<file path="src/common/fault_seq_pkg.sv">
// Shared constants for the charger fault sequencer: timing, widths, input map, states.
// Assumes a single 250 MHz clock; all timing is counted in cycles of it.
package fault_seq_pkg;
   localparam int unsigned CLK_PERIOD_NS = 4;
   // Intervals in their own unit (ns)
   localparam int unsigned BLANK_NS = 10_000_000;
   localparam int unsigned OVP_DGL_NS = 256_000;
   localparam int unsigned OVP_REC_NS = 8_200_000;
   localparam int unsigned OCP_DGL_NS = 176_000;
   localparam int unsigned OCP_REC_NS = 131_000_000;
   localparam int unsigned BOVP_DGL_NS = 8_200_000;
   localparam int unsigned BOVP_REC_NS = 131_000_000;
   localparam int unsigned SOFT_START_NS = 1_000_000;
   localparam int unsigned SOFT_STOP_NS = 100_000;
   // Least times round up, the soft-stop ramp (shortest) rounds down
   localparam int unsigned BLANK_CYC = (BLANK_NS + CLK_PERIOD_NS - 1) / CLK_PERIOD_NS;
   localparam int unsigned OVP_DGL_CYC = (OVP_DGL_NS + CLK_PERIOD_NS - 1) / CLK_PERIOD_NS;
   localparam int unsigned OVP_REC_CYC = (OVP_REC_NS + CLK_PERIOD_NS - 1) / CLK_PERIOD_NS;
   localparam int unsigned OCP_DGL_CYC = (OCP_DGL_NS + CLK_PERIOD_NS - 1) / CLK_PERIOD_NS;
   localparam int unsigned OCP_REC_CYC = (OCP_REC_NS + CLK_PERIOD_NS - 1) / CLK_PERIOD_NS;
   localparam int unsigned BOVP_DGL_CYC = (BOVP_DGL_NS + CLK_PERIOD_NS - 1) / CLK_PERIOD_NS;
   localparam int unsigned BOVP_REC_CYC = (BOVP_REC_NS + CLK_PERIOD_NS - 1) / CLK_PERIOD_NS;
   localparam int unsigned SOFT_START_CYC = (SOFT_START_NS + CLK_PERIOD_NS - 1) / CLK_PERIOD_NS;
   localparam int unsigned SOFT_STOP_CYC = SOFT_STOP_NS / CLK_PERIOD_NS;
   // Gate drive resolution
   localparam int unsigned GATE_W = 8;
   localparam logic [GATE_W-1:0] GATE_MAX = 8'hFF;
   localparam logic [GATE_W-1:0] GATE_RST = 8'h00;
   localparam int unsigned CNT_W = 26;
   // Comparator input positions in the synchroniser vector
   localparam int unsigned IN_UV_OK = 0;
   localparam int unsigned IN_OVP = 1;
   localparam int unsigned IN_OVP_HYS = 2;
   localparam int unsigned IN_OCP = 3;
   localparam int unsigned IN_BOVP = 4;
   localparam int unsigned IN_BOVP_HYS = 5;
   localparam int unsigned IN_TSD = 6;
   localparam int unsigned IN_TSD_HYS = 7;
   localparam int unsigned IN_SLP_ENT = 8;
   localparam int unsigned IN_SLP_EXIT = 9;
   localparam int unsigned IN_EXT_GATE = 10;
   localparam int unsigned NUM_IN = 11;
   // Interval timer positions
   localparam int unsigned T_BLANK = 0;
   localparam int unsigned T_OVP_DGL = 1;
   localparam int unsigned T_OVP_REC = 2;
   localparam int unsigned T_OCP_DGL = 3;
   localparam int unsigned T_OCP_REC = 4;
   localparam int unsigned T_BOVP_DGL = 5;
   localparam int unsigned T_BOVP_REC = 6;
   localparam int unsigned T_SOFT = 7;
   localparam int unsigned NUM_T = 8;
   typedef enum logic [2:0] {
      S_DOWN = 3'h0,
      S_BLANK = 3'h1,
      S_SOFT = 3'h3,
      S_ON = 3'h2,
      S_STOP = 3'h6,
      S_OFF = 3'h7
   } seq_state_t;
endpackage

</file>
<file path="src/common/gate_ramp_if.sv">
// Control and status between the sequencer and the protection switch gate ramp.
// Assumes both ends share one clock.
`timescale 1ns/1ps
`default_nettype none
interface gate_ramp_if;
   import fault_seq_pkg::*;
   logic ramp_up;
   logic soft_stop;
   logic hard_off;
   logic [GATE_W-1:0] level;
   logic at_top;
   logic at_bottom;
   modport ctrl(output ramp_up, soft_stop, hard_off, input level, at_top, at_bottom);
   modport ramp(input ramp_up, soft_stop, hard_off, output level, at_top, at_bottom);
endinterface
`default_nettype wire

</file>
<file path="src/core/seq_timer.sv">
// Interval timer: counts while its condition holds, restarts when it drops.
// Assumes cond and clr are synchronous to clk.
`timescale 1ns/1ps
`default_nettype none
module seq_timer #(
   parameter int unsigned CW = 26,
   parameter logic [CW-1:0] COUNT = 26'h0000001
) (
   input wire logic clk,
   input wire logic rstn,
   input wire logic clr,
   input wire logic cond,
   output logic done
);
   logic [CW-1:0] cnt_ff;

   always_ff @(posedge clk) begin
      if (!rstn || clr || !cond) begin
         cnt_ff <= '0;
      end else if (cnt_ff != COUNT) begin
         cnt_ff <= cnt_ff + 1'b1;
      end
   end

   assign done = (cnt_ff == COUNT);
endmodule // seq_timer
`default_nettype wire

</file>
<file path="src/core/gate_ramp.sv">
// Protection switch gate drive: stepped soft-start ramp up, soft-stop ramp down, hard off.
// Assumes the controller never asks for up and soft stop together.
`timescale 1ns/1ps
`default_nettype none
module gate_ramp import fault_seq_pkg::*; #(
   parameter int unsigned UP_STEP = 980,
   parameter int unsigned DN_STEP = 98
) (
   input wire logic clk,
   input wire logic rstn,
   gate_ramp_if.ramp rif
);
   logic [CNT_W-1:0] step_ff;
   logic [GATE_W-1:0] level_ff;
   logic moving;
   logic [CNT_W-1:0] step_last;

   assign moving = (rif.ramp_up && level_ff != GATE_MAX) || (rif.soft_stop && level_ff != '0);
   assign step_last = rif.ramp_up ? CNT_W'(UP_STEP - 1) : CNT_W'(DN_STEP - 1);

   always_ff @(posedge clk) begin
      if (!rstn || rif.hard_off || !moving || step_ff == step_last) begin
         step_ff <= '0;
      end else begin
         step_ff <= step_ff + 1'b1;
      end
   end

   // Slow descent keeps the cable inductance from kicking the input up
   always_ff @(posedge clk) begin
      if (!rstn || rif.hard_off) begin
         level_ff <= GATE_RST;
      end else if (moving && step_ff == step_last) begin
         level_ff <= rif.ramp_up ? level_ff + 1'b1 : level_ff - 1'b1;
      end
   end

   assign rif.level = level_ff;
   assign rif.at_top = (level_ff == GATE_MAX);
   assign rif.at_bottom = (level_ff == '0);
endmodule // gate_ramp
`default_nettype wire

</file>
<file path="src/core/charger_fault_sequencer.sv">
// Charger front-end fault sequencer: power-down, blanking, soft-start, fault trips and recovery.
// Assumes comparator results arrive as levels; they are resynchronised here anyway.
`timescale 1ns/1ps
`default_nettype none
module charger_fault_sequencer import fault_seq_pkg::*; #(
   parameter int unsigned BLANK_CNT = BLANK_CYC,
   parameter int unsigned OVP_DGL_CNT = OVP_DGL_CYC,
   parameter int unsigned OVP_REC_CNT = OVP_REC_CYC,
   parameter int unsigned OCP_DGL_CNT = OCP_DGL_CYC,
   parameter int unsigned OCP_REC_CNT = OCP_REC_CYC,
   parameter int unsigned BOVP_DGL_CNT = BOVP_DGL_CYC,
   parameter int unsigned BOVP_REC_CNT = BOVP_REC_CYC,
   parameter int unsigned SOFT_START_CNT = SOFT_START_CYC,
   parameter int unsigned SOFT_STOP_CNT = SOFT_STOP_CYC
) (
   input wire logic clk,
   input wire logic rstn,
   input wire logic supply_above_uv,
   input wire logic supply_above_ovp,
   input wire logic supply_below_ovp_hys,
   input wire logic current_above_limit,
   input wire logic battery_above_ovp,
   input wire logic battery_below_ovp_hys,
   input wire logic temp_above_shutdown,
   input wire logic temp_below_hys,
   input wire logic diff_below_sleep_entry,
   input wire logic diff_above_sleep_exit,
   input wire logic external_gate_drive,
   output logic protection_switch_on,
   output logic [GATE_W-1:0] protection_gate_level,
   output logic charge_switch_on,
   output logic current_limit_en,
   output logic sleep_active,
   output logic input_ovp_fault,
   output logic overcurrent_fault,
   output logic battery_ovp_fault,
   output logic thermal_fault
);
   localparam int unsigned UP_STEP_CNT = (SOFT_START_CNT + 254) / 255;
   localparam int unsigned DN_STEP_RAW = SOFT_STOP_CNT / 255;
   localparam int unsigned DN_STEP_CNT = (DN_STEP_RAW < 1) ? 1 : DN_STEP_RAW;
   localparam int unsigned TCNT [NUM_T] = '{
      BLANK_CNT, OVP_DGL_CNT, OVP_REC_CNT, OCP_DGL_CNT,
      OCP_REC_CNT, BOVP_DGL_CNT, BOVP_REC_CNT, SOFT_START_CNT
   };

   logic [NUM_IN-1:0] raw;
   logic [NUM_IN-1:0] meta_ff;
   logic [NUM_IN-1:0] sync_ff;
   logic uv_ok;
   logic [NUM_T-1:0] tcond;
   logic [NUM_T-1:0] tdone;
   seq_state_t state_ff;
   seq_state_t nxt_state;
   logic ovp_trip_ff;
   logic ocp_trip_ff;
   logic bovp_trip_ff;
   logic therm_trip_ff;
   logic sleep_ff;
   logic charge_ff;
   logic nxt_charge;
   logic hard_fault;
   logic soft_fault;
   logic any_trip;
   logic inputs_normal;
   logic powered;
   gate_ramp_if rif ();

   assign raw = {external_gate_drive, diff_above_sleep_exit, diff_below_sleep_entry,
                 temp_below_hys, temp_above_shutdown, battery_below_ovp_hys,
                 battery_above_ovp, current_above_limit, supply_below_ovp_hys,
                 supply_above_ovp, supply_above_uv};

   // Two-stage resync of every comparator; first stage feeds only the second
   always_ff @(posedge clk) begin
      if (!rstn) begin
         meta_ff <= '0;
      end else begin
         meta_ff <= raw;
      end
   end

   always_ff @(posedge clk) begin
      if (!rstn) begin
         sync_ff <= '0;
      end else begin
         sync_ff <= meta_ff;
      end
   end

   assign uv_ok = sync_ff[IN_UV_OK];
   assign powered = (state_ff == S_SOFT) || (state_ff == S_ON);
   assign any_trip = ovp_trip_ff | ocp_trip_ff | bovp_trip_ff | therm_trip_ff;
   assign inputs_normal = !sync_ff[IN_OVP] && !sync_ff[IN_BOVP] && !sync_ff[IN_TSD];
   // Faults that cut the gate at once versus those that ramp it down
   assign hard_fault = ovp_trip_ff | therm_trip_ff | sleep_ff;
   assign soft_fault = ocp_trip_ff | bovp_trip_ff;

   // Interval timer conditions; each restarts if its condition drops early
   always_comb begin
      tcond = '0;
      tcond[T_BLANK] = (state_ff == S_BLANK);
      tcond[T_OVP_DGL] = sync_ff[IN_OVP] && !ovp_trip_ff;
      tcond[T_OVP_REC] = ovp_trip_ff && sync_ff[IN_OVP_HYS];
      tcond[T_OCP_DGL] = sync_ff[IN_OCP] && powered && !ocp_trip_ff;
      tcond[T_OCP_REC] = ocp_trip_ff;
      tcond[T_BOVP_DGL] = sync_ff[IN_BOVP] && !bovp_trip_ff;
      tcond[T_BOVP_REC] = bovp_trip_ff && sync_ff[IN_BOVP_HYS];
      tcond[T_SOFT] = (state_ff == S_SOFT);
   end

   genvar gi;
   generate
      for (gi = 0; gi < NUM_T; gi++) begin : g_timer
         seq_timer #(
            .CW(CNT_W),
            .COUNT(CNT_W'(TCNT[gi]))
         ) u_timer (
            .clk(clk),
            .rstn(rstn),
            .clr(!uv_ok),
            .cond(tcond[gi]),
            .done(tdone[gi])
         );
      end
   endgenerate

   // Trip latches: a new trip wins over a same-cycle recovery
   always_ff @(posedge clk) begin
      if (!rstn || !uv_ok) begin
         ovp_trip_ff <= 1'b0;
      end else if (tdone[T_OVP_DGL]) begin
         ovp_trip_ff <= 1'b1;
      end else if (tdone[T_OVP_REC]) begin
         ovp_trip_ff <= 1'b0;
      end
   end

   always_ff @(posedge clk) begin
      if (!rstn || !uv_ok) begin
         ocp_trip_ff <= 1'b0;
      end else if (tdone[T_OCP_DGL]) begin
         ocp_trip_ff <= 1'b1;
      end else if (tdone[T_OCP_REC]) begin
         ocp_trip_ff <= 1'b0;
      end
   end

   always_ff @(posedge clk) begin
      if (!rstn || !uv_ok) begin
         bovp_trip_ff <= 1'b0;
      end else if (tdone[T_BOVP_DGL]) begin
         bovp_trip_ff <= 1'b1;
      end else if (tdone[T_BOVP_REC]) begin
         bovp_trip_ff <= 1'b0;
      end
   end

   // Thermal has no deglitch: the comparator has its own hysteresis
   always_ff @(posedge clk) begin
      if (!rstn || !uv_ok) begin
         therm_trip_ff <= 1'b0;
      end else if (sync_ff[IN_TSD]) begin
         therm_trip_ff <= 1'b1;
      end else if (sync_ff[IN_TSD_HYS]) begin
         therm_trip_ff <= 1'b0;
      end
   end

   // Entry and exit come from separate thresholds, so sleep holds in between
   always_ff @(posedge clk) begin
      if (!rstn || !uv_ok) begin
         sleep_ff <= 1'b0;
      end else if (sync_ff[IN_SLP_ENT]) begin
         sleep_ff <= 1'b1;
      end else if (sync_ff[IN_SLP_EXIT]) begin
         sleep_ff <= 1'b0;
      end
   end

   always_comb begin
      nxt_state = state_ff;
      unique case (state_ff)
         S_DOWN: begin
            nxt_state = S_BLANK;
         end
         S_BLANK: begin
            if (tdone[T_BLANK]) begin
               nxt_state = S_OFF;
            end
         end
         S_OFF: begin
            if (!any_trip && !sleep_ff && inputs_normal) begin
               nxt_state = S_SOFT;
            end
         end
         S_SOFT: begin
            if (hard_fault) begin
               nxt_state = S_OFF;
            end else if (soft_fault) begin
               nxt_state = S_STOP;
            end else if (tdone[T_SOFT]) begin
               nxt_state = S_ON;
            end
         end
         S_ON: begin
            if (hard_fault) begin
               nxt_state = S_OFF;
            end else if (soft_fault) begin
               nxt_state = S_STOP;
            end
         end
         S_STOP: begin
            if (hard_fault || rif.at_bottom) begin
               nxt_state = S_OFF;
            end
         end
         default: begin
            nxt_state = S_DOWN;
         end
      endcase
   end

   always_ff @(posedge clk) begin
      if (!rstn || !uv_ok) begin
         state_ff <= S_DOWN;
      end else begin
         state_ff <= nxt_state;
      end
   end

   // Gate ramp control
   assign rif.ramp_up = powered && !any_trip && !sleep_ff;
   assign rif.soft_stop = (state_ff == S_STOP);
   assign rif.hard_off = !uv_ok || hard_fault || state_ff == S_DOWN ||
                         state_ff == S_BLANK || state_ff == S_OFF;

   gate_ramp #(
      .UP_STEP(UP_STEP_CNT),
      .DN_STEP(DN_STEP_CNT)
   ) u_ramp (
      .clk(clk),
      .rstn(rstn),
      .rif(rif.ramp)
   );

   // Charge switch follows the host's gate drive only while powered and healthy
   assign nxt_charge = powered && !any_trip && !sleep_ff && uv_ok &&
                       sync_ff[IN_EXT_GATE];

   always_ff @(posedge clk) begin
      if (!rstn) begin
         charge_ff <= 1'b0;
      end else begin
         charge_ff <= nxt_charge;
      end
   end

   assign protection_gate_level = rif.level;
   assign protection_switch_on = !rif.at_bottom;
   assign charge_switch_on = charge_ff;
   // Regulation against the limit is only wanted while the output capacitor charges
   assign current_limit_en = (state_ff == S_SOFT);
   assign sleep_active = sleep_ff;
   assign input_ovp_fault = ovp_trip_ff;
   assign overcurrent_fault = ocp_trip_ff;
   assign battery_ovp_fault = bovp_trip_ff;
   assign thermal_fault = therm_trip_ff;
endmodule // charger_fault_sequencer
`default_nettype wire

</file>
<file path="config.mk">
export PLATFORM = sky130hd
export DESIGN_NAME = charger_fault_sequencer
export DESIGN_NICKNAME = d
export VERILOG_FILES = /design/src/common/fault_seq_pkg.sv /design/src/common/gate_ramp_if.sv /design/src/core/seq_timer.sv /design/src/core/gate_ramp.sv /design/src/core/charger_fault_sequencer.sv
export SDC_FILE = /design/constraint.sdc
export NUM_CORES = 1
export LEC_CHECK = 0
export BUFFER_PORTS_ARGS = -buffer_cell sky130_fd_sc_hd__buf_4
export CAP_MARGIN = 10
export CORE_ASPECT_RATIO = 0.8
export CORE_MARGIN = 5
export CORE_UTILIZATION = 68
export CTS_BUF_LIST = sky130_fd_sc_hd__clkbuf_8 sky130_fd_sc_hd__clkbuf_16
export CTS_CLUSTER_DIAMETER = 40
export DETAILED_ROUTE_END_ITERATION = 7
export HOLD_SLACK_MARGIN = 0.08
export PLACE_DENSITY_LB_ADDON = 0.15
export REMOVE_ABC_BUFFERS = 1
export SYNTH_ARGS = -nofsm -noshare
export SYNTH_HDL_FRONTEND = slang
export SYNTH_HIERARCHICAL = 1
export SYNTH_SLANG_ARGS = --single-unit
export TNS_END_PERCENT = 20
</file>
<file path="constraint.sdc">
create_clock -name clk -period 5.6 [get_ports clk]
set_clock_uncertainty 0.1 [all_clocks]
set_input_delay 0.28 -clock clk [delete_from_list [all_inputs] [get_ports clk]]
set_output_delay 0.28 -clock clk [all_outputs]
set_load 0.05 [all_outputs]
</file>
* Yosys cells after proc, flatten, opt, wreduce, memory -nomap -nowiden
Cells that the tools add are included.
** Storage, ports and cells
- Register bits after elaboration :: 273
- Bits in latches :: 0
- Memory bits (writable) :: 0
- Bits in read-only memories :: 0
- Input port bits :: 13
- Output and inout port bits :: 16
- Logic and storage cells :: 149
- Memories kept :: 0
** Operators by class
- Add/sub/neg operators :: 11
- Multiply operators :: 0
- Divide/modulo/power cells :: 0
- Magnitude comparators :: 0
- Eq/ne operators :: 28
- Shift-type cells :: 0
- Multiplexer cells :: 21
- Bitwise gates (word level) :: 6
- Reduce and logical (&&, ||, !) cells :: 64
** Operator list (count)
- $add A26 B1 Y26 const B :: 9
- $eq A26 B16 Y1 const B :: 2
- $eq A26 B21 Y1 const B :: 2
- $eq A26 B25 Y1 const B :: 2
- $ne A26 B16 Y1 const B :: 2
- $ne A26 B21 Y1 const B :: 2
- $ne A26 B25 Y1 const B :: 2
- $eq A26 B18 Y1 const B :: 1
- $eq A26 B22 Y1 const B :: 1
- $eq A26 B26 Y1 :: 1
- $ne A26 B18 Y1 const B :: 1
- $ne A26 B22 Y1 const B :: 1
- $mux W3 :: 8
- $logic_not A1 Y1 :: 19
- $logic_or A1 B1 Y1 :: 19
- $pmux W3 S6 :: 1
- $logic_and A1 B1 Y1 :: 17
- $mux W1 :: 10
- $mux W10 :: 1
- $reduce_bool A2 Y1 :: 5
- $add A8 B1 Y8 const B :: 1
- $logic_not A8 Y1 :: 1
- $mux W8 :: 1
- $ne A8 B8 Y1 const B :: 1
- 11 further kinds :: 20

* Depth between registers and ports, before layout
Gate-level depths: netlist of run 1.
- Depth after elaboration :: 11
- Mapped depth :: 11
- Depth with buffers taken out :: 9

* Hierarchy
The synthesis of run 1 kept the hierarchy.
** By module, submodules not included
- seq_timer (g_timer[4].u_timer ...) :: times used 2, cells each 159, area each 1355.0 µm², sequential area each 520.5 µm²
- seq_timer (g_timer[2].u_timer ...) :: times used 2, cells each 151, area each 1300.0 µm², sequential area each 520.5 µm²
- gate_ramp :: times used 1, cells each 223, area each 1948.1 µm², sequential area each 680.7 µm²
- seq_timer (g_timer[3].u_timer) :: times used 1, cells each 157, area each 1387.6 µm², sequential area each 520.5 µm²
- seq_timer (g_timer[7].u_timer) :: times used 1, cells each 150, area each 1317.5 µm², sequential area each 520.5 µm²
- seq_timer (g_timer[1].u_timer) :: times used 1, cells each 153, area each 1267.5 µm², sequential area each 520.5 µm²
- seq_timer (g_timer[0].u_timer) :: times used 1, cells each 144, area each 1241.2 µm², sequential area each 520.5 µm²
- charger_fault_sequencer :: times used 1, cells each 110, area each 1094.8 µm², sequential area each 620.6 µm²

* Least setup slack after synthesis of run 1
Ideal clock, no wire load.
- Kind :: reg2reg
- From :: register sleep_ff (netlist: sleep_active)
- To :: register u_ramp.level_ff[7] (netlist: u_ramp/rif.level[7])
- Library setup time :: 0.065 ns
- Data arrival time :: 2.766 ns
- Data required time :: 5.435 ns
- Path slack :: 2.669 ns
- Stages on the path, launching flop included :: 11
- Path buffers :: 1
- Clock period less this slack :: 2.931 ns
- Path through :: dfxtp_1 > or3_4 > nor4_2 > buf_2 > inv_1 > ha_1 > a21oi_1 > o2111ai_1 > a2111oi_0 > o21ai_0 > nand4b_1
** Between the ends
- Elaborated cells between the ends (all ways) :: 14
- Those cells by class :: eq/ne (1); mux (2); bitwise (1); reduce/logical (10)
** RTL lines
- start: declaration :: RTL line charger_fault_sequencer.sv:59 : logic sleep_ff;
- start signal: assignment :: RTL line charger_fault_sequencer.sv:173 : sleep_ff <= 1'b0;
- start signal: assignment :: RTL line charger_fault_sequencer.sv:175 : sleep_ff <= 1'b1;
- start signal: assignment :: RTL line charger_fault_sequencer.sv:177 : sleep_ff <= 1'b0;
- $logic_not A1 Y1 * :: RTL line charger_fault_sequencer.sv:233 : assign rif.ramp_up = powered && !any_trip && !sleep_ff;
- $logic_and A1 B1 Y1 * :: RTL line charger_fault_sequencer.sv:233
- via rif.ramp_up :: RTL line gate_ramp_if.sv:7 : logic ramp_up;
- $mux W10 or $logic_and A1 B1 Y1 (tied branches) :: RTL line gate_ramp.sv:19, gate_ramp.sv:18
- $eq A26 B26 Y1 or $logic_or A1 B1 Y1 (tied branches) :: RTL line gate_ramp.sv:33, gate_ramp.sv:18
- $logic_and A1 B1 Y1 :: RTL line gate_ramp.sv:33 : end else if (moving && step_ff == step_last) begin
- end signal: assignment :: RTL line gate_ramp.sv:34 : level_ff <= rif.ramp_up ? level_ff + 1'b1 : level_ff - 1'b1;
- end: declaration :: RTL line gate_ramp.sv:14 : logic [GATE_W-1:0] level_ff;
The timed path passes the listed nets; every way through them passes the cells marked *.
A chain may end at the register's enable or synchronous reset.

* Worst setup path after layout of run 1
Same ends and word-level chain as after synthesis.

==> impl_metrics.tcl, run 1 <==
set metrics [dict create \
    numCtsBuffers 36 \
    finalMaxSlewViolations 0 \
    max_slew.worst_pin.slew_ns 1.138 \
    grt_pass1_vias 10810 \
    grt_usage_pct 25.11 \
    crit_fanout 11 \
    antenna_found_initial 0 \
    power_switching_mw 0.8726 \
    critPathArrivalTime_ns 4.24 \
    yosysWarnings 6 \
    setup_violations 0 \
    hold_violations 0 \
    cts_sinks 273 \
    combPwrFrac_pct 0.7 \
    drv_cap 0 \
    grt_overflow 0 \
    vdd_drop_max_mv 0.2750 \
    cts.path.max_buffers 3 \
    hold_class "in -> reg" \
    ios 29 \
    crit_path_start_kind "flop" \
    drtIter0Drc 845 \
    wl_per_cell_um 15.66 \
    clk_pin_slew_ns 0.06 \
    fill_cells 1400 \
    nets 1612 \
    layout_min_cycle_time_ns 3.904 \
    grt_pass1_wl_mm 50.04 \
    row_count 46 \
    run_status "finished clean" \
    drt-total-wl_mm 29.20 \
    pwr-share-clk_pct 53.4 \
    gp_congestion 0.8329 \
    dpl_worst_slack_ns 1.879 \
    fin_ws_ns 1.696 \
    syn-cell-area_um2 13560 \
    power_frac_seq_pct 45.9 \
    die_area_um2 22890 \
    ant_nets 0 \
    path_class "reg -> reg" \
    cts_root_buf "clkbuf_16" \
    rsz0062_at_grt "no" \
    syn_inst 1556 \
    endpoint_kind "flop" \
    h-tree-depth 2 \
    drive_gt1_share_pct 9.813 \
    post_cts_resized 0 \
    p_leak_nw 4.848 \
    initial_utilization_pct 68.70 \
    viasPerCell 6.173 \
    core_area_um2 19740 \
    insertion_delay_ns 0.50 \
    firstDrtPassIters 5 \
    power_density_nw_per_um2 282.6 \
    syn2layout_area_growth_pct 11.03 \
    die_w_um 167.9 \
    io_buffers 28 \
    dp_hpwl_mm 19.30 \
    slew_headroom_pct 23.52 \
    cts_tree "built" \
    setup_tns_ns 0 \
    switching_share_pct 20.51 \
    whs_ns 0.1348 \
    required_ns 5.94 \
    finalCritPeriodShare_pct 69.72 \
    die_h_um 136.3 \
    fmax_mhz 256.1 \
    drc 0 \
    avgSynthCellArea_um2 8.717 \
    grt_max_degree 39 \
    dr_total_vias 11510 \
    n_antenna_cell 0 \
    internal_power_mw 3.383 \
]
layout make-up:
class	count	area, µm²	share of cell area, %
clock buffer	42	994.7	6.605
multi-input combinational	1168	7517	49.92
tap	264	330.3	2.193
clock inverter	21	210.2	1.396
inverter	55	206.4	1.371
timing repair buffer	41	335.3	2.227
sequential	273	5465	36.29
sequential cells by signal (all words and copies together), names as in the netlist, 3 cells and up:
name / cells
meta_ff: 11
g_timer.u_timer/cnt_ff: 208
state_ff: 3
sync_ff: 11
u_ramp/rif.level: 8
u_ramp/step_ff: 26
final timing paths:
path	from	to	slack (ns)	cells past startpoint
setup / recovery	sleep_active$_SDFFE_PP0P_	u_ramp/rif.level[7]$_SDFFE_PP0P_	1.70	9
hold / removal	rstn	sync_ff[3]$_SDFF_PN0_	0.13	2
hold reg to reg	meta_ff[3]$_SDFF_PN0_	sync_ff[3]$_SDFF_PN0_	0.33	1
setup reg to reg	sleep_active$_SDFFE_PP0P_	u_ramp/rif.level[7]$_SDFFE_PP0P_	1.70	9
power groups by stage:
stage	logic (mW)	clock network, mW	registers, mW
finish	0.0308	2.27	1.95
global route	0.0340	2.40	1.95
CTS	0.0306	2.30	1.95
floorplan	0.0110	0	1.99
global placement	0.0237	0	2.00
detailed placement	0.0243	0	2.00
metrics by stage:
| step | instances | cell area, µm² | power (mW) | utilization, % |
|---|---|---|---|---|
| global route | 1864 | 15060 | 4.383 | 76.28 |
| floorplan | 1496 | 13190 | 2.006 | - |
| finish | 1864 | 15060 | 4.255 | 76.28 |
| CTS | 1864 | 15060 | 4.289 | 76.28 |
| global placement | 1790 | 13740 | 2.020 | 69.62 |
| detailed placement | 1790 | 13740 | 2.020 | 69.62 |
critical path: stages (launching register included):
cell and delay, ns:
dfxtp_1 0.34, or3_4 0.42, nor4_2 0.86, inv_1 0.45, ha_1 0.41, a21oi_1 0.28, o2111ai_1 0.27, a2111oi_0 0.47
o21ai_0 0.15, nand4b_1 0.10
layout by cell type, fill, tap and decap left out, types with 6 or more instances in the layout:
| cell type | n |
|---|---|
| a31o_2 | 6 |
| nor4_1 | 22 |
| xnor2_1 | 28 |
| ha_1 | 23 |
| buf_4 | 30 |
| and3_1 | 30 |
| inv_1 | 60 |
| and2_1 | 40 |
| or4_1 | 55 |
| dfxtp_1 | 273 |
| nand3_1 | 87 |
| nand2b_1 | 8 |
| a21oi_1 | 128 |
| nor4b_1 | 9 |
| and4_1 | 36 |
| dlygate4sd3_1 | 11 |
| clkinvlp_4 | 6 |
| nand4_1 | 68 |
| nor2_1 | 147 |
| nand3b_1 | 8 |
| nor3b_1 | 6 |
| xor2_1 | 86 |
| nor3_1 | 29 |
| o31ai_1 | 49 |
| mux2i_1 | 6 |
| clkbuf_16 | 37 |
| or3_1 | 33 |
| nand2_1 | 83 |
| or3_2 | 11 |
| and3b_1 | 6 |
| nor2b_1 | 9 |
| o21ai_0 | 62 |
repair_timing:
action,4_1_cts,5_1_grt
endpoints found under the hold margin,11,0
hold buffers,11,0
buffers inserted,0,0
routing by layer:
metal	vias up	wire length, µm	global-route usage (%)
li1	5760	-	-
met1	5449	13900	35.15
met2	253	13450	40.92
met3	44	1317	3.750
met4	0	525	6.670
met5	-	0	0
Power figures use the tool's default switching activity.
==> run 2: changes to the inputs <==
CORE_UTILIZATION = 63   (was 68)
clock period = 3.85 ns   (was 5.6 ns; I/O delays follow)
==> impl_metrics.tcl, run 2 (synthesis results as in run 1) <==
set metrics [dict create \
    run_status "finished clean" \
    place_area_um2 13770 \
    p_leak_nw 4.901 \
    critPathArrivalTime_ns 3.27 \
    cts_hold_buffers 22 \
    layout_min_cycle_time_ns 2.922 \
    cpPeakStageDelay_ns 0.41 \
    ios 29 \
    finalMaxSlewViolations 0 \
    insertion_delay_ns 0.52 \
    rsz0062_at_grt "no" \
    grt_max_degree 39 \
    drive_gt1_share_pct 10.11 \
    cts_root_buf "clkbuf_16" \
    dp_hpwl_mm 19.35 \
    slowest_stage "or3_4" \
    grt_overflow 0 \
    syn2layout_area_growth_pct 11.87 \
    die_h_um 141.2 \
    reg_top3 "g_timer.u_timer/cnt_ff: 208 flops, u_ramp/step_ff: 26 flops" \
    power_density_nw_per_um2 406.3 \
    final_area_um2 15170 \
    slew_headroom_pct 25.53 \
    cp_num_buf_inv 2 \
    path_class "reg -> reg" \
    setup_violations 0 \
    viasPerCell 6.109 \
    cts_tree "built" \
    whs_ns 0.3274 \
    dr_total_vias 11530 \
    drc 0 \
    hold_class "reg -> reg" \
    drv_cap 0 \
    p_total_mw 6.166 \
    post-cts-setup-buffers 0 \
    die_w_um 174.0 \
    io_buffers 28 \
    grt_usage_pct 23.61 \
    h-tree-depth 2 \
    row_count 48 \
    crit_fanout 11 \
    nets 1624 \
    firstDrtPassIters 5 \
    fin_cells 1888 \
    final_common_cell "dfxtp_1" \
    core_area_um2 21380 \
    gp_congestion 0.8546 \
    placedCellCount 1803 \
    largest_reg_flops 208 \
    die_area_um2 24580 \
    wl_per_cell_um 15.57 \
    drt-total-wl_mm 29.40 \
    regMostFlops "g_timer.u_timer/cnt_ff" \
    cts.path.max_buffers 3 \
    crit_family "compound AO/OA/AOI/OAI gates" \
    vdd_drop_max_mv 0.4039 \
    drtIter0Drc 846 \
    max_slew.worst_pin.slew_ns 1.114 \
    antenna_found_initial 0 \
    path_cells "or3_4 -> nor4_2 -> buf_4 -> inv_1 -> ha_1 -> a21oi_1 -> o2111ai_1 -> a2111oi_0 -> o21ai_0 -> nand4b_1" \
    final_cell_mix "273 x dfxtp_1, 147 x nor2_1, 128 x a21oi_1" \
    finalCritPeriodShare_pct 75.88 \
    clk_pin_slew_ns 0.06 \
    grt_pass1_vias 10780 \
    hold_violations 0 \
    numCtsBuffers 35 \
    endpoint_kind "flop" \
    initial_utilization_pct 63.44 \
    cts_sinks 273 \
    fmax_mhz 342.3 \
    crit_path_start_kind "flop" \
    required_ns 4.20 \
    ant_nets 0 \
    n_antenna_cell 0 \
    post_cts_resized 0 \
    grt_pass1_wl_mm 50.59 \
    setup_tns_ns 0 \
]
==> run 2: final timing paths <==
path / start / endpoint / slack, ns / depth (start not counted)
setup / recovery: sleep_active$_SDFFE_PP0P_ / u_ramp/rif.level[7]$_SDFFE_PP0P_ / 0.93 / 10
hold / removal: meta_ff[4]$_SDFF_PN0_ / sync_ff[4]$_SDFF_PN0_ / 0.33 / 1
setup reg to reg: sleep_active$_SDFFE_PP0P_ / u_ramp/rif.level[7]$_SDFFE_PP0P_ / 0.93 / 10
hold reg to reg: meta_ff[4]$_SDFF_PN0_ / sync_ff[4]$_SDFF_PN0_ / 0.33 / 1
==> run 2: power by group <==
part	switching (mW)	internal, mW
combinational	0.0231	0.0328
sequential	0.00479	2.84
clock	1.29	1.98
==> run 2: routing by layer <==
metal / routed length [µm] / vias to the layer above / GRT usage, %
met5: 0 / - / 0
met4: 507 / 0 / 6.206
met3: 1205 / 41 / 3.941
met2: 13240 / 195 / 38.78
met1: 14440 / 5511 / 32.61
li1: - / 5786 / -
==> run 2: worst reg2reg max path, cell delays in order, from the launching register on <==
cell and delay, ns:
dfxtp_1 0.33, or3_4 0.41, nor4_2 0.14, buf_4 0.21, inv_1 0.19, ha_1 0.34
a21oi_1 0.27, o2111ai_1 0.24, a2111oi_0 0.41, o21ai_0 0.14, nand4b_1 0.09
==> run 2: final cells by class <==
type	count	area (µm²)
inverter	55	206.4
multi-input combinational	1168	7517
clock inverter	24	249.0
sequential	273	5465
clock buffer	39	930.9
tap	275	344.1
timing repair buffer	54	460.4
fill	1678	6207
==> run 2: through the flow <==
stage          utilization, %  setup slack (ns)
6_report                70.97            0.9285
5_1_grt                 70.97            0.6323
4_1_cts                 70.97            0.9508
3_5_place_dp            64.42            0.9467
3_3_place_gp            64.42             1.043
2_1_floorplan               -            0.5659
